`src/mbs_operand_resolve.sv`:
```
package mbs_pkg;
    // instruction patterns (value and care mask)
    localparam logic [15:0] MBS_MOVE_FP_VAL = 16'h6000;
    localparam logic [15:0] MBS_MOVE_FP_MSK = 16'he000;
    localparam logic [15:0] MBS_BANK_LO_VAL = 16'hb800;
    localparam logic [15:0] MBS_BANK_LO_MSK = 16'hff00;
    localparam logic [15:0] MBS_BANK_HI_VAL = 16'hba00;
    localparam logic [15:0] MBS_BANK_HI_MSK = 16'hfe00;
    localparam logic [15:0] MBS_LIT_W_VAL = 16'hb000;
    localparam logic [15:0] MBS_LIT_W_MSK = 16'hff00;
    localparam logic [15:0] MBS_LONG_CALL_VAL = 16'hb700;
    localparam logic [15:0] MBS_LONG_CALL_MSK = 16'hff00;
    // operand field positions
    localparam int MBS_FILE_LSB = 0;
    localparam int MBS_PERIPH_LSB = 8;
    localparam int MBS_BANK_LO_LSB = 0;
    localparam int MBS_BANK_HI_LSB = 4;
    // special data-space locations
    localparam logic [7:0] MBS_INDIRECT0_ADDR = 8'h00;
    localparam logic [7:0] MBS_INDIRECT1_ADDR = 8'h08;
    localparam logic [7:0] MBS_WORKING_ADDR = 8'h0a;
    // reset values and the long-call return-address step
    localparam logic [7:0] MBS_WORKING_RST = 8'h00;
    localparam logic [7:0] MBS_BANK_RST = 8'h00;
    localparam logic [15:0] MBS_PC_STEP = 16'h0001;

    typedef enum logic [1:0] {
        MBS_Q_DECODE = 2'b00,
        MBS_Q_READ = 2'b01,
        MBS_Q_PROCESS = 2'b10,
        MBS_Q_WRITE = 2'b11
    } mbs_phase_t;

    typedef enum logic [2:0] {
        MBS_OP_NONE = 3'b000,
        MBS_OP_MOVE_FP = 3'b001,
        MBS_OP_BANK_LO = 3'b010,
        MBS_OP_BANK_HI = 3'b011,
        MBS_OP_LIT_W = 3'b100,
        MBS_OP_LONG_CALL = 3'b101
    } mbs_op_t;

    // masked compare leaves don't-care bits out of the decision
    function automatic logic mbs_match(input logic [15:0] word, input logic [15:0] val, input logic [15:0] msk);
        return (word & msk) == val;
    endfunction

    function automatic mbs_op_t mbs_decode(input logic [15:0] word);
        mbs_op_t op;
        op = MBS_OP_NONE;
        if (mbs_match(word, MBS_MOVE_FP_VAL, MBS_MOVE_FP_MSK)) begin
            op = MBS_OP_MOVE_FP;
        end else if (mbs_match(word, MBS_BANK_LO_VAL, MBS_BANK_LO_MSK)) begin
            op = MBS_OP_BANK_LO;
        end else if (mbs_match(word, MBS_BANK_HI_VAL, MBS_BANK_HI_MSK)) begin
            op = MBS_OP_BANK_HI;
        end else if (mbs_match(word, MBS_LIT_W_VAL, MBS_LIT_W_MSK)) begin
            op = MBS_OP_LIT_W;
        end else if (mbs_match(word, MBS_LONG_CALL_VAL, MBS_LONG_CALL_MSK)) begin
            op = MBS_OP_LONG_CALL;
        end
        return op;
    endfunction
endpackage

`timescale 1ns/1ps
// maps an operand address through the indirect registers and flags the working register
module mbs_operand_resolve
    import mbs_pkg::*;
(
    // operand in
    input wire logic [7:0] addr_i,
    // indirect pointers
    input wire logic [7:0] ptr0_i,
    input wire logic [7:0] ptr1_i,
    // resolved operand
    output logic [7:0] addr_o,
    output logic is_working_o
);
    logic [7:0] eff;

    // one level of indirection only; a pointer aimed at an indirect slot is not followed again
    always_comb begin
        eff = addr_i;
        if (addr_i == MBS_INDIRECT0_ADDR) begin
            eff = ptr0_i;
        end else if (addr_i == MBS_INDIRECT1_ADDR) begin
            eff = ptr1_i;
        end
        addr_o = eff;
        is_working_o = (eff == MBS_WORKING_ADDR);
    end
endmodule

```
`src/mbs_move_bank_decode.sv`:
```
`timescale 1ns/1ps
// Contract
// - move opcode copies file f into p
// - source spans 256 locations, destination lowest 32
// - either operand may be working register
// - both operands resolve through indirect registers
// - low bank load sets bits 3:0 only
// - high bank load sets bits 7:4 only
// - literal load into working register, one cycle
// - long call pushes return, loads pc
module mbs_move_bank_decode
    import mbs_pkg::*;
(
    // clock and reset
    input wire logic REF_CLK_I,
    input wire logic RST_B_I,
    // instruction fetch
    input wire logic [15:0] INSTR_I,
    input wire logic INSTR_VALID_I,
    output logic INSTR_READY_O,
    // program counter context
    input wire logic [15:0] PC_I,
    input wire logic [7:0] PC_HIGH_HOLDING_LATCH_I,
    // indirect pointers
    input wire logic [7:0] PTR0_I,
    input wire logic [7:0] PTR1_I,
    // data memory
    output logic [7:0] DMEM_ADDR_O,
    output logic DMEM_RD_O,
    input wire logic [7:0] DMEM_RDATA_I,
    output logic DMEM_WE_O,
    output logic [7:0] DMEM_WDATA_O,
    // stack and program counter load
    output logic STACK_PUSH_O,
    output logic [15:0] TOP_OF_STACK_O,
    output logic PC_LOAD_O,
    output logic [7:0] PC_LOW_BYTE_O,
    output logic [7:0] PC_HIGH_BYTE_O,
    // architectural registers
    output logic [7:0] WORKING_REGISTER_O,
    output logic [7:0] BANK_SELECT_REGISTER_O
);
    typedef struct packed {
        mbs_phase_t phase;
        mbs_op_t op;
        logic second;
        logic [15:0] instr;
        logic [7:0] data;
        logic [7:0] working;
        logic [7:0] bank;
        logic [7:0] dmem_addr;
        logic dmem_rd;
        logic dmem_we;
        logic [7:0] dmem_wdata;
        logic push;
        logic [15:0] top_of_stack;
        logic pc_load;
        logic [7:0] pc_lo;
        logic [7:0] pc_hi;
    } mbs_state_t;

    mbs_state_t st_r;
    mbs_state_t st_nxt;
    logic [1:0] rst_sync_r;
    logic rst_n;
    logic [7:0] src_addr;
    logic src_is_w;
    logic [7:0] dst_addr;
    logic dst_is_w;
    logic accept;

    // two-flop reset release; kept apart from the state struct so each variable has one process
    always_ff @(posedge REF_CLK_I or negedge RST_B_I) begin
        if (!RST_B_I) begin
            rst_sync_r <= 2'b00;
        end else begin
            rst_sync_r <= {rst_sync_r[0], 1'b1};
        end
    end
    assign rst_n = rst_sync_r[1];

    // source: full 8-bit file field from the word being fetched
    mbs_operand_resolve u_src (
        .addr_i(INSTR_I[MBS_FILE_LSB +: 8]),
        .ptr0_i(PTR0_I),
        .ptr1_i(PTR1_I),
        .addr_o(src_addr),
        .is_working_o(src_is_w)
    );

    // destination: 5-bit field, so direct addressing reaches only the lowest 32 locations
    mbs_operand_resolve u_dst (
        .addr_i({3'h0, st_r.instr[MBS_PERIPH_LSB +: 5]}),
        .ptr0_i(PTR0_I),
        .ptr1_i(PTR1_I),
        .addr_o(dst_addr),
        .is_working_o(dst_is_w)
    );

    // new words only at the decode phase of a free cycle
    assign INSTR_READY_O = rst_n && (st_r.phase == MBS_Q_DECODE) && !st_r.second;
    assign accept = INSTR_READY_O && INSTR_VALID_I;

    // move whose source resolved to the working register: decode strobed no read
    function automatic logic src_pending_w(input mbs_state_t s);
        return s.op == MBS_OP_MOVE_FP && !s.dmem_rd;
    endfunction

    // four-phase sequencer: decode, read, process, write
    always_comb begin
        st_nxt = st_r;
        st_nxt.dmem_rd = 1'b0; // strobes last one clock
        st_nxt.dmem_we = 1'b0;
        st_nxt.push = 1'b0;
        st_nxt.pc_load = 1'b0;
        unique case (st_r.phase)
            MBS_Q_DECODE: begin
                if (st_r.second) begin
                    st_nxt.phase = MBS_Q_READ; // idle second cycle of the long call
                end else if (accept) begin
                    st_nxt.instr = INSTR_I;
                    st_nxt.op = mbs_decode(INSTR_I);
                    st_nxt.phase = MBS_Q_READ;
                    if (mbs_decode(INSTR_I) == MBS_OP_MOVE_FP && !src_is_w) begin
                        st_nxt.dmem_addr = src_addr;
                        st_nxt.dmem_rd = 1'b1;
                    end
                end
            end
            MBS_Q_READ: begin
                st_nxt.phase = MBS_Q_PROCESS;
                // memory read is combinational, so data is sampled here
                st_nxt.data = (st_r.op == MBS_OP_MOVE_FP && !src_pending_w(st_r)) ? DMEM_RDATA_I
                    : st_r.working;
                if (st_r.op == MBS_OP_LIT_W || st_r.op == MBS_OP_LONG_CALL) begin
                    st_nxt.data = st_r.instr[7:0];
                end
            end
            MBS_Q_PROCESS: begin
                st_nxt.phase = MBS_Q_WRITE;
                if (!st_r.second && st_r.op == MBS_OP_MOVE_FP && !dst_is_w) begin
                    st_nxt.dmem_addr = dst_addr;
                    st_nxt.dmem_wdata = st_r.data;
                    st_nxt.dmem_we = 1'b1;
                end
                if (!st_r.second && st_r.op == MBS_OP_LONG_CALL) begin
                    st_nxt.top_of_stack = PC_I + MBS_PC_STEP;
                    st_nxt.push = 1'b1;
                    st_nxt.pc_lo = st_r.data;
                    st_nxt.pc_hi = PC_HIGH_HOLDING_LATCH_I;
                    st_nxt.pc_load = 1'b1;
                end
            end
            MBS_Q_WRITE: begin
                st_nxt.phase = MBS_Q_DECODE;
                if (st_r.second) begin
                    st_nxt.second = 1'b0;
                    st_nxt.op = MBS_OP_NONE;
                end else begin
                    // no status flags are touched by any of these
                    unique case (st_r.op)
                        MBS_OP_MOVE_FP: begin
                            if (dst_is_w) begin
                                st_nxt.working = st_r.data;
                            end
                        end
                        MBS_OP_BANK_LO: st_nxt.bank[3:0] = st_r.instr[MBS_BANK_LO_LSB +: 4];
                        MBS_OP_BANK_HI: st_nxt.bank[7:4] = st_r.instr[MBS_BANK_HI_LSB +: 4];
                        MBS_OP_LIT_W: st_nxt.working = st_r.data;
                        MBS_OP_LONG_CALL: st_nxt.second = 1'b1;
                        MBS_OP_NONE: st_nxt.op = MBS_OP_NONE;
                        default: st_nxt.op = MBS_OP_NONE;
                    endcase
                end
            end
        endcase
    end

    // everything except the reset synchroniser
    always_ff @(posedge REF_CLK_I or negedge rst_n) begin
        if (!rst_n) begin
            st_r.phase <= MBS_Q_DECODE;
            st_r.op <= MBS_OP_NONE;
            st_r.second <= 1'b0;
            st_r.instr <= 16'h0000;
            st_r.data <= 8'h00;
            st_r.working <= MBS_WORKING_RST;
            st_r.bank <= MBS_BANK_RST;
            st_r.dmem_addr <= 8'h00;
            st_r.dmem_rd <= 1'b0;
            st_r.dmem_we <= 1'b0;
            st_r.dmem_wdata <= 8'h00;
            st_r.push <= 1'b0;
            st_r.top_of_stack <= 16'h0000;
            st_r.pc_load <= 1'b0;
            st_r.pc_lo <= 8'h00;
            st_r.pc_hi <= 8'h00;
        end else begin
            st_r.phase <= st_nxt.phase;
            st_r.op <= st_nxt.op;
            st_r.second <= st_nxt.second;
            st_r.instr <= st_nxt.instr;
            st_r.data <= st_nxt.data;
            st_r.working <= st_nxt.working;
            st_r.bank <= st_nxt.bank;
            st_r.dmem_addr <= st_nxt.dmem_addr;
            st_r.dmem_rd <= st_nxt.dmem_rd;
            st_r.dmem_we <= st_nxt.dmem_we;
            st_r.dmem_wdata <= st_nxt.dmem_wdata;
            st_r.push <= st_nxt.push;
            st_r.top_of_stack <= st_nxt.top_of_stack;
            st_r.pc_load <= st_nxt.pc_load;
            st_r.pc_lo <= st_nxt.pc_lo;
            st_r.pc_hi <= st_nxt.pc_hi;
        end
    end

    // outputs straight from flops
    assign DMEM_ADDR_O = st_r.dmem_addr;
    assign DMEM_RD_O = st_r.dmem_rd;
    assign DMEM_WE_O = st_r.dmem_we;
    assign DMEM_WDATA_O = st_r.dmem_wdata;
    assign STACK_PUSH_O = st_r.push;
    assign TOP_OF_STACK_O = st_r.top_of_stack;
    assign PC_LOAD_O = st_r.pc_load;
    assign PC_LOW_BYTE_O = st_r.pc_lo;
    assign PC_HIGH_BYTE_O = st_r.pc_hi;
    assign WORKING_REGISTER_O = st_r.working;
    assign BANK_SELECT_REGISTER_O = st_r.bank;
endmodule

```
`config.mk`:
```
export PLATFORM = sky130hd
export DESIGN_NAME = mbs_move_bank_decode
export DESIGN_NICKNAME = d
export VERILOG_FILES = /design/src/mbs_operand_resolve.sv /design/src/mbs_move_bank_decode.sv
export SDC_FILE = /design/constraint.sdc
export NUM_CORES = 1
export LEC_CHECK = 0
export ABC_AREA = 1
export BUFFER_PORTS_ARGS = -buffer_cell sky130_fd_sc_hd__buf_4
export CORE_MARGIN = 2
export CORE_UTILIZATION = 54
export CTS_CLUSTER_DIAMETER = 100
export DETAILED_ROUTE_END_ITERATION = 10
export PLACE_DENSITY = 0.81
export SETUP_SLACK_MARGIN = 0.3
export SYNTH_ARGS = -nofsm -noshare
export SYNTH_HDL_FRONTEND = slang
export SYNTH_SLANG_ARGS = --single-unit
export TNS_END_PERCENT = 100
```
`constraint.sdc`:
```
create_clock -name REF_CLK_I -period 3.8 [get_ports REF_CLK_I]
set_input_delay 0.19 -clock REF_CLK_I [delete_from_list [all_inputs] [get_ports REF_CLK_I]]
set_output_delay 0.19 -clock REF_CLK_I [all_outputs]
set_load 0.1 [all_outputs]
```
==> impl_results.html <==
<table>
<tr><th>Metric</th><th>Value</th></tr>
<tr><th colspan="2">Run status</th></tr>
<tr><td>Run status</td><td>finished, final reports clean</td></tr>
<tr><th colspan="2">Placement</th></tr>
<tr><td>Pre-CTS setup slack</td><td>around 1.2 ns</td></tr>
<tr><td>Routability Congestion</td><td>0.962</td></tr>
<tr><td>Cell area after placement</td><td>6090 um^2</td></tr>
<tr><td>Post-DP HPWL</td><td>10300 um</td></tr>
<tr><td>Number of buffer cells added on primary ports</td><td>135</td></tr>
<tr><th colspan="2">Global routing</th></tr>
<tr><td>Antenna violations before repair</td><td>0</td></tr>
<tr><td>Global routing usage summed across all routing layers</td><td>0.252</td></tr>
<tr><td>Wire length of the first global-routing pass</td><td>21900 um</td></tr>
<tr><td>Number of global-route vias before repair</td><td>4498</td></tr>
<tr><td>Largest net degree at the start of global routing</td><td>82</td></tr>
<tr><td>Sum of overflow across all layers after global routing</td><td>0</td></tr>
<tr><th colspan="2">Logic synthesis</th></tr>
<tr><td>Simple-gate area share of the yosys netlist</td><td>0.291</td></tr>
<tr><td>Synthesized-area fraction occupied by ao, oa, aoi and oai cells</td><td>0.0725</td></tr>
<tr><td>Proportion of synthesized chip area in sequential cells</td><td>0.442</td></tr>
<tr><td>Area fraction of the dominant cell type after synthesis</td><td>0.442</td></tr>
<tr><td>Most common flop cell mapped by yosys</td><td>dfrtp_1</td></tr>
<tr><td>Nets in the synthesized netlist</td><td>between 700 and 800</td></tr>
<tr><td>Synth area leaders</td><td>dfrtp_1, nand2_1, buf_4</td></tr>
<tr><td>Commonest cells in the netlist</td><td>nand2_1, dfrtp_1, buf_4</td></tr>
<tr><td>Count leader, synth</td><td>nand2_1</td></tr>
<tr><td>Average footprint of a synthesized cell</td><td>7.89 um^2</td></tr>
<tr><td>Yosys reg bits</td><td>96</td></tr>
<tr><td>Unique cell type count in the Yosys netlist</td><td>35</td></tr>
<tr><td>Proportion of synthesized flip-flops having asynchronous set or reset</td><td>1.00</td></tr>
<tr><td>Xor and xnor area share after synthesis</td><td>0.0193</td></tr>
<tr><td>Area of the mapped netlist</td><td>5440 um^2</td></tr>
<tr><td>Largest area contributor in the synthesized netlist</td><td>dfrtp_1</td></tr>
<tr><td>EDFF count, synth</td><td>0</td></tr>
<tr><td>Share of cell area taken by muxes after synthesis</td><td>0.0145</td></tr>
<tr><td>Total of warnings raised by yosys</td><td>0</td></tr>
<tr><td>Fraction of the mapped netlist area in adder cells</td><td>0.0138</td></tr>
<tr><td>Number of cells produced by synthesis</td><td>between 600 and 700</td></tr>
<tr><td>Combinational family with the most area after synthesis</td><td>simple AND/OR/NAND/NOR gates</td></tr>
<tr><th colspan="2">Drt</th></tr>
<tr><td>Final ANT Viol Nets</td><td>0</td></tr>
<tr><td>Vias per cell</td><td>5.09</td></tr>
<tr><td>Drc violations</td><td>0</td></tr>
<tr><td>First-pass detailed-route iteration total</td><td>4</td></tr>
<tr><td>Routed len/inst</td><td>14.8 um</td></tr>
<tr><td>Final Routed Wirelength</td><td>roughly 13000 um</td></tr>
<tr><td>Detailed-route via count</td><td>4560</td></tr>
<tr><td>Number of DRC markers in iteration 0</td><td>about 220</td></tr>
<tr><th colspan="2">Setup path</th></tr>
<tr><td>Setup crit start kind</td><td>register</td></tr>
<tr><td>Highest-delay cell along the critical path</td><td>inv_1</td></tr>
<tr><td>CP required</td><td>about 4 ns</td></tr>
<tr><td>Startpoint-to-endpoint class of the critical path</td><td>register to register</td></tr>
<tr><td>Stage delay of the slowest cell on the critical path</td><td>about 0.43 ns</td></tr>
<tr><td>Max Fanout on Critical Path</td><td>21</td></tr>
<tr><td>Cell depth of the worst flop-to-flop path</td><td>13</td></tr>
<tr><td>Slack of the worst reg-to-reg path</td><td>around 1.1 ns</td></tr>
<tr><td>Critical Path Most Common Cell</td><td>nand2_1</td></tr>
<tr><td>Worst reg2reg endpoint</td><td>DMEM_ADDR_O[1]</td></tr>
<tr><td>Critical path endpoint category</td><td>register</td></tr>
<tr><td>Cells along the critical path</td><td>inv_1 &gt; ha_1 &gt; nand2_1 &gt; nor2_2 &gt; nand2_1 &gt; inv_1 &gt; nand3_1 &gt; nor2_2 &gt; nand2_2 &gt; nand2_4 &gt; nand2_8 &gt; nand2_1 &gt; nand2_1</td></tr>
<tr><td>WP data arrival</td><td>about 3 ns</td></tr>
<tr><td>Reg-to-reg critical path startpoint</td><td>st_r[96]</td></tr>
<tr><th colspan="2">Die</th></tr>
<tr><td>IO Pins</td><td>136</td></tr>
<tr><td>Die Y-Extent</td><td>approximately 100 um</td></tr>
<tr><td>Placeable Area</td><td>9770 um^2</td></tr>
<tr><td>Cell row count</td><td>36</td></tr>
<tr><td>Overall die area</td><td>10900 um^2</td></tr>
<tr><td>Initial core utilization</td><td>0.556</td></tr>
<tr><td>Die width</td><td>104 um</td></tr>
<tr><th colspan="2">STA</th></tr>
<tr><td>Setup violations, final</td><td>0</td></tr>
<tr><td>Transition at the pin with the smallest max-transition slack</td><td>1.11 ns</td></tr>
<tr><td>Setup repair after global routing missed its margin</td><td>no</td></tr>
<tr><td>Setup skew after layout</td><td>0.00873 ns</td></tr>
<tr><td>Final hold violation count</td><td>0</td></tr>
<tr><td>Max Fclk</td><td>0.364 GHz</td></tr>
<tr><td>Worst-case headroom to the max-slew limit</td><td>0.257</td></tr>
<tr><td>Max-slew violation count</td><td>0</td></tr>
<tr><td>Final Cycle Share</td><td>0.723</td></tr>
<tr><td>Setup TNS Final</td><td>0 ns</td></tr>
<tr><td>PnR worst setup slack</td><td>1.05 ns</td></tr>
<tr><td>Post-layout minimum cycle time</td><td>approximately 2.7 ns</td></tr>
<tr><th colspan="2">Clock network</th></tr>
<tr><td># H-tree levels</td><td>3</td></tr>
<tr><td>Cell chosen for the clock root</td><td>clkbuf_8</td></tr>
<tr><td>Clock transition at path regs</td><td>0.09 ns</td></tr>
<tr><td>Longest Clk Path Bufs</td><td>2</td></tr>
<tr><td>Clock tree from TritonCTS</td><td>yes</td></tr>
<tr><td>Number of sinks handled by clock tree synthesis</td><td>between 90 and 100</td></tr>
<tr><td>Latest clock arrival within the worst-skew pair</td><td>approximately 0.36 ns</td></tr>
<tr><td>Number of clock buffers inserted by TritonCTS</td><td>9</td></tr>
<tr><td>Buffer count from post-CTS setup fixing</td><td>0</td></tr>
<tr><th colspan="2">Final layout</th></tr>
<tr><td>Area Overhead vs Synth</td><td>16.3%</td></tr>
<tr><td>Number of nets in the finished design</td><td>831</td></tr>
<tr><td>Share of cells above drive strength 1</td><td>0.253</td></tr>
<tr><td>Area of all placed cells without fillers</td><td>6320 um^2</td></tr>
<tr><td>Number of diodes added for antenna fixing</td><td>0</td></tr>
<tr><th colspan="2">Min path</th></tr>
<tr><td>Hold Path Stages</td><td>3</td></tr>
<tr><td>Hold Crit Endpoint</td><td>PC_HIGH_BYTE_O[6]</td></tr>
<tr><td>Worst hold-check path type</td><td>input port to register</td></tr>
<tr><td>Origin of the worst min-delay path</td><td>PC_HIGH_HOLDING_LATCH_I[6]</td></tr>
<tr><th colspan="2">Power and ir drop</th></tr>
<tr><td>Leakage Power</td><td>3.37 nW</td></tr>
<tr><td>Power density over the cells</td><td>665 nW/um^2</td></tr>
<tr><td>Worst supply voltage drop on vdd</td><td>0.375 mV</td></tr>
<tr><td>Sum of internal, switching and leakage power</td><td>4.21 mW</td></tr>
<tr><th colspan="2">Run</th></tr>
<tr><td>Max-Cap Viols</td><td>0</td></tr>
</table>
-- cell type report --
type / count / area (um^2)
inverter: 64 / 245
clock buffer: 11 / 141
tap: 133 / 166
clock inverter: 5 / 78.8
multi-input combinational: 449 / 2240
sequential: 96 / 2410
timing repair buffer: 138 / 1040
fill: 826 / 3450
-- routing by layer --
metal | track usage | part of all wire | up-vias
li1 | - | - | 2254
met1 | 0.321 | 0.43 | 2131
met2 | 0.425 | 0.49 | 155
met3 | 0.0551 | 0.059 | 20
met4 | 0.0869 | 0.021 | 0
met5 | 0 | 0 | -
-- how the worst max path moves through the flow --
stage                   from        endpoint  slack, ns  cells past startpoint
2_1_floorplan  rst_sync_r[1]  DMEM_ADDR_O[0]       0.67                     11
3_3_place_gp        st_r[96]  DMEM_ADDR_O[2]       1.30                     13
3_5_place_dp        st_r[96]  DMEM_ADDR_O[1]       1.15                     13
4_1_cts             st_r[96]  DMEM_ADDR_O[1]       1.09                     13
5_1_grt             st_r[96]  DMEM_ADDR_O[1]       0.83                     13
6_report            st_r[96]  DMEM_ADDR_O[1]       1.05                     13
-- repair_timing --
action / CTS / global route
gates resized for setup: 0 / 0
hold buffers: 1 / 0
hold endpoints to repair: 2 / 0
-- cells in the final DEF, fill, tap and decap left out, types with 5 or more instances in the layout --
| master | count |
|---|---|
| nand2_1 | 221 |
| inv_2 | 5 |
| nor2_1 | 40 |
| ha_1 | 6 |
| xor2_1 | 10 |
| nor2_2 | 5 |
| a31oi_1 | 6 |
| o211ai_1 | 8 |
| dfrtp_1 | 95 |
| clkbuf_8 | 10 |
| buf_4 | 137 |
| nor3_1 | 5 |
| nand2_2 | 8 |
| o21ai_0 | 49 |
| inv_1 | 58 |
| mux2_2 | 7 |
| nand3_1 | 56 |
-- critical path, delay by kind of cell, from the launching register on --
kind,cells,cell delay [ns]
and+or+nand+nor,10,1.44
adders and majority gates,1,0.23
DFF,1,0.42
buffers and inverters,2,0.57
-- state kept, by name (all words and copies together), names as in the netlist --
register	flops
BANK_SELECT_REGISTER_O	8
DMEM_ADDR_O	8
DMEM_RD_O	1
DMEM_WDATA_O	8
DMEM_WE_O	1
PC_HIGH_BYTE_O	8
PC_LOAD_O	1
PC_LOW_BYTE_O	8
TOP_OF_STACK_O	16
WORKING_REGISTER_O	8
rst_sync_r	2
st_r	27
-- metrics by stage --
stage                util  hold slack, ns  std cells
floorplan               -          -0.106        689
global placement    0.623        -0.00959        879
detailed placement  0.623        -0.00858        879
CTS                 0.647          0.0150        896
global route        0.647          0.0133        896
finish              0.647          0.0256        896
-- logic make-up (layout without fill, tap and decap cells) --
logic type                 Yosys count  count (layout)
and+or+nand+nor                    352             352
buffers and inverters              144             218
DFF                                 96              96
AOI/OAI and AO/OA                   71              71
xor gates and xnor gates            12              12
muxes                                7               7
adders and majority gates            6               6
other                                1               1
-- where the power goes --
| part | internal [mW] | switching (mW) | leakage, nW |
|---|---|---|---|
| Sequential | 1.25 | 0.188 | 1.17 |
| Clock | 0.389 | 0.351 | 0.114 |
| Combinational | 0.488 | 1.54 | 2.09 |
| Total | 2.13 | 2.08 | 3.37 |
Power figures use the tool's default switching activity.
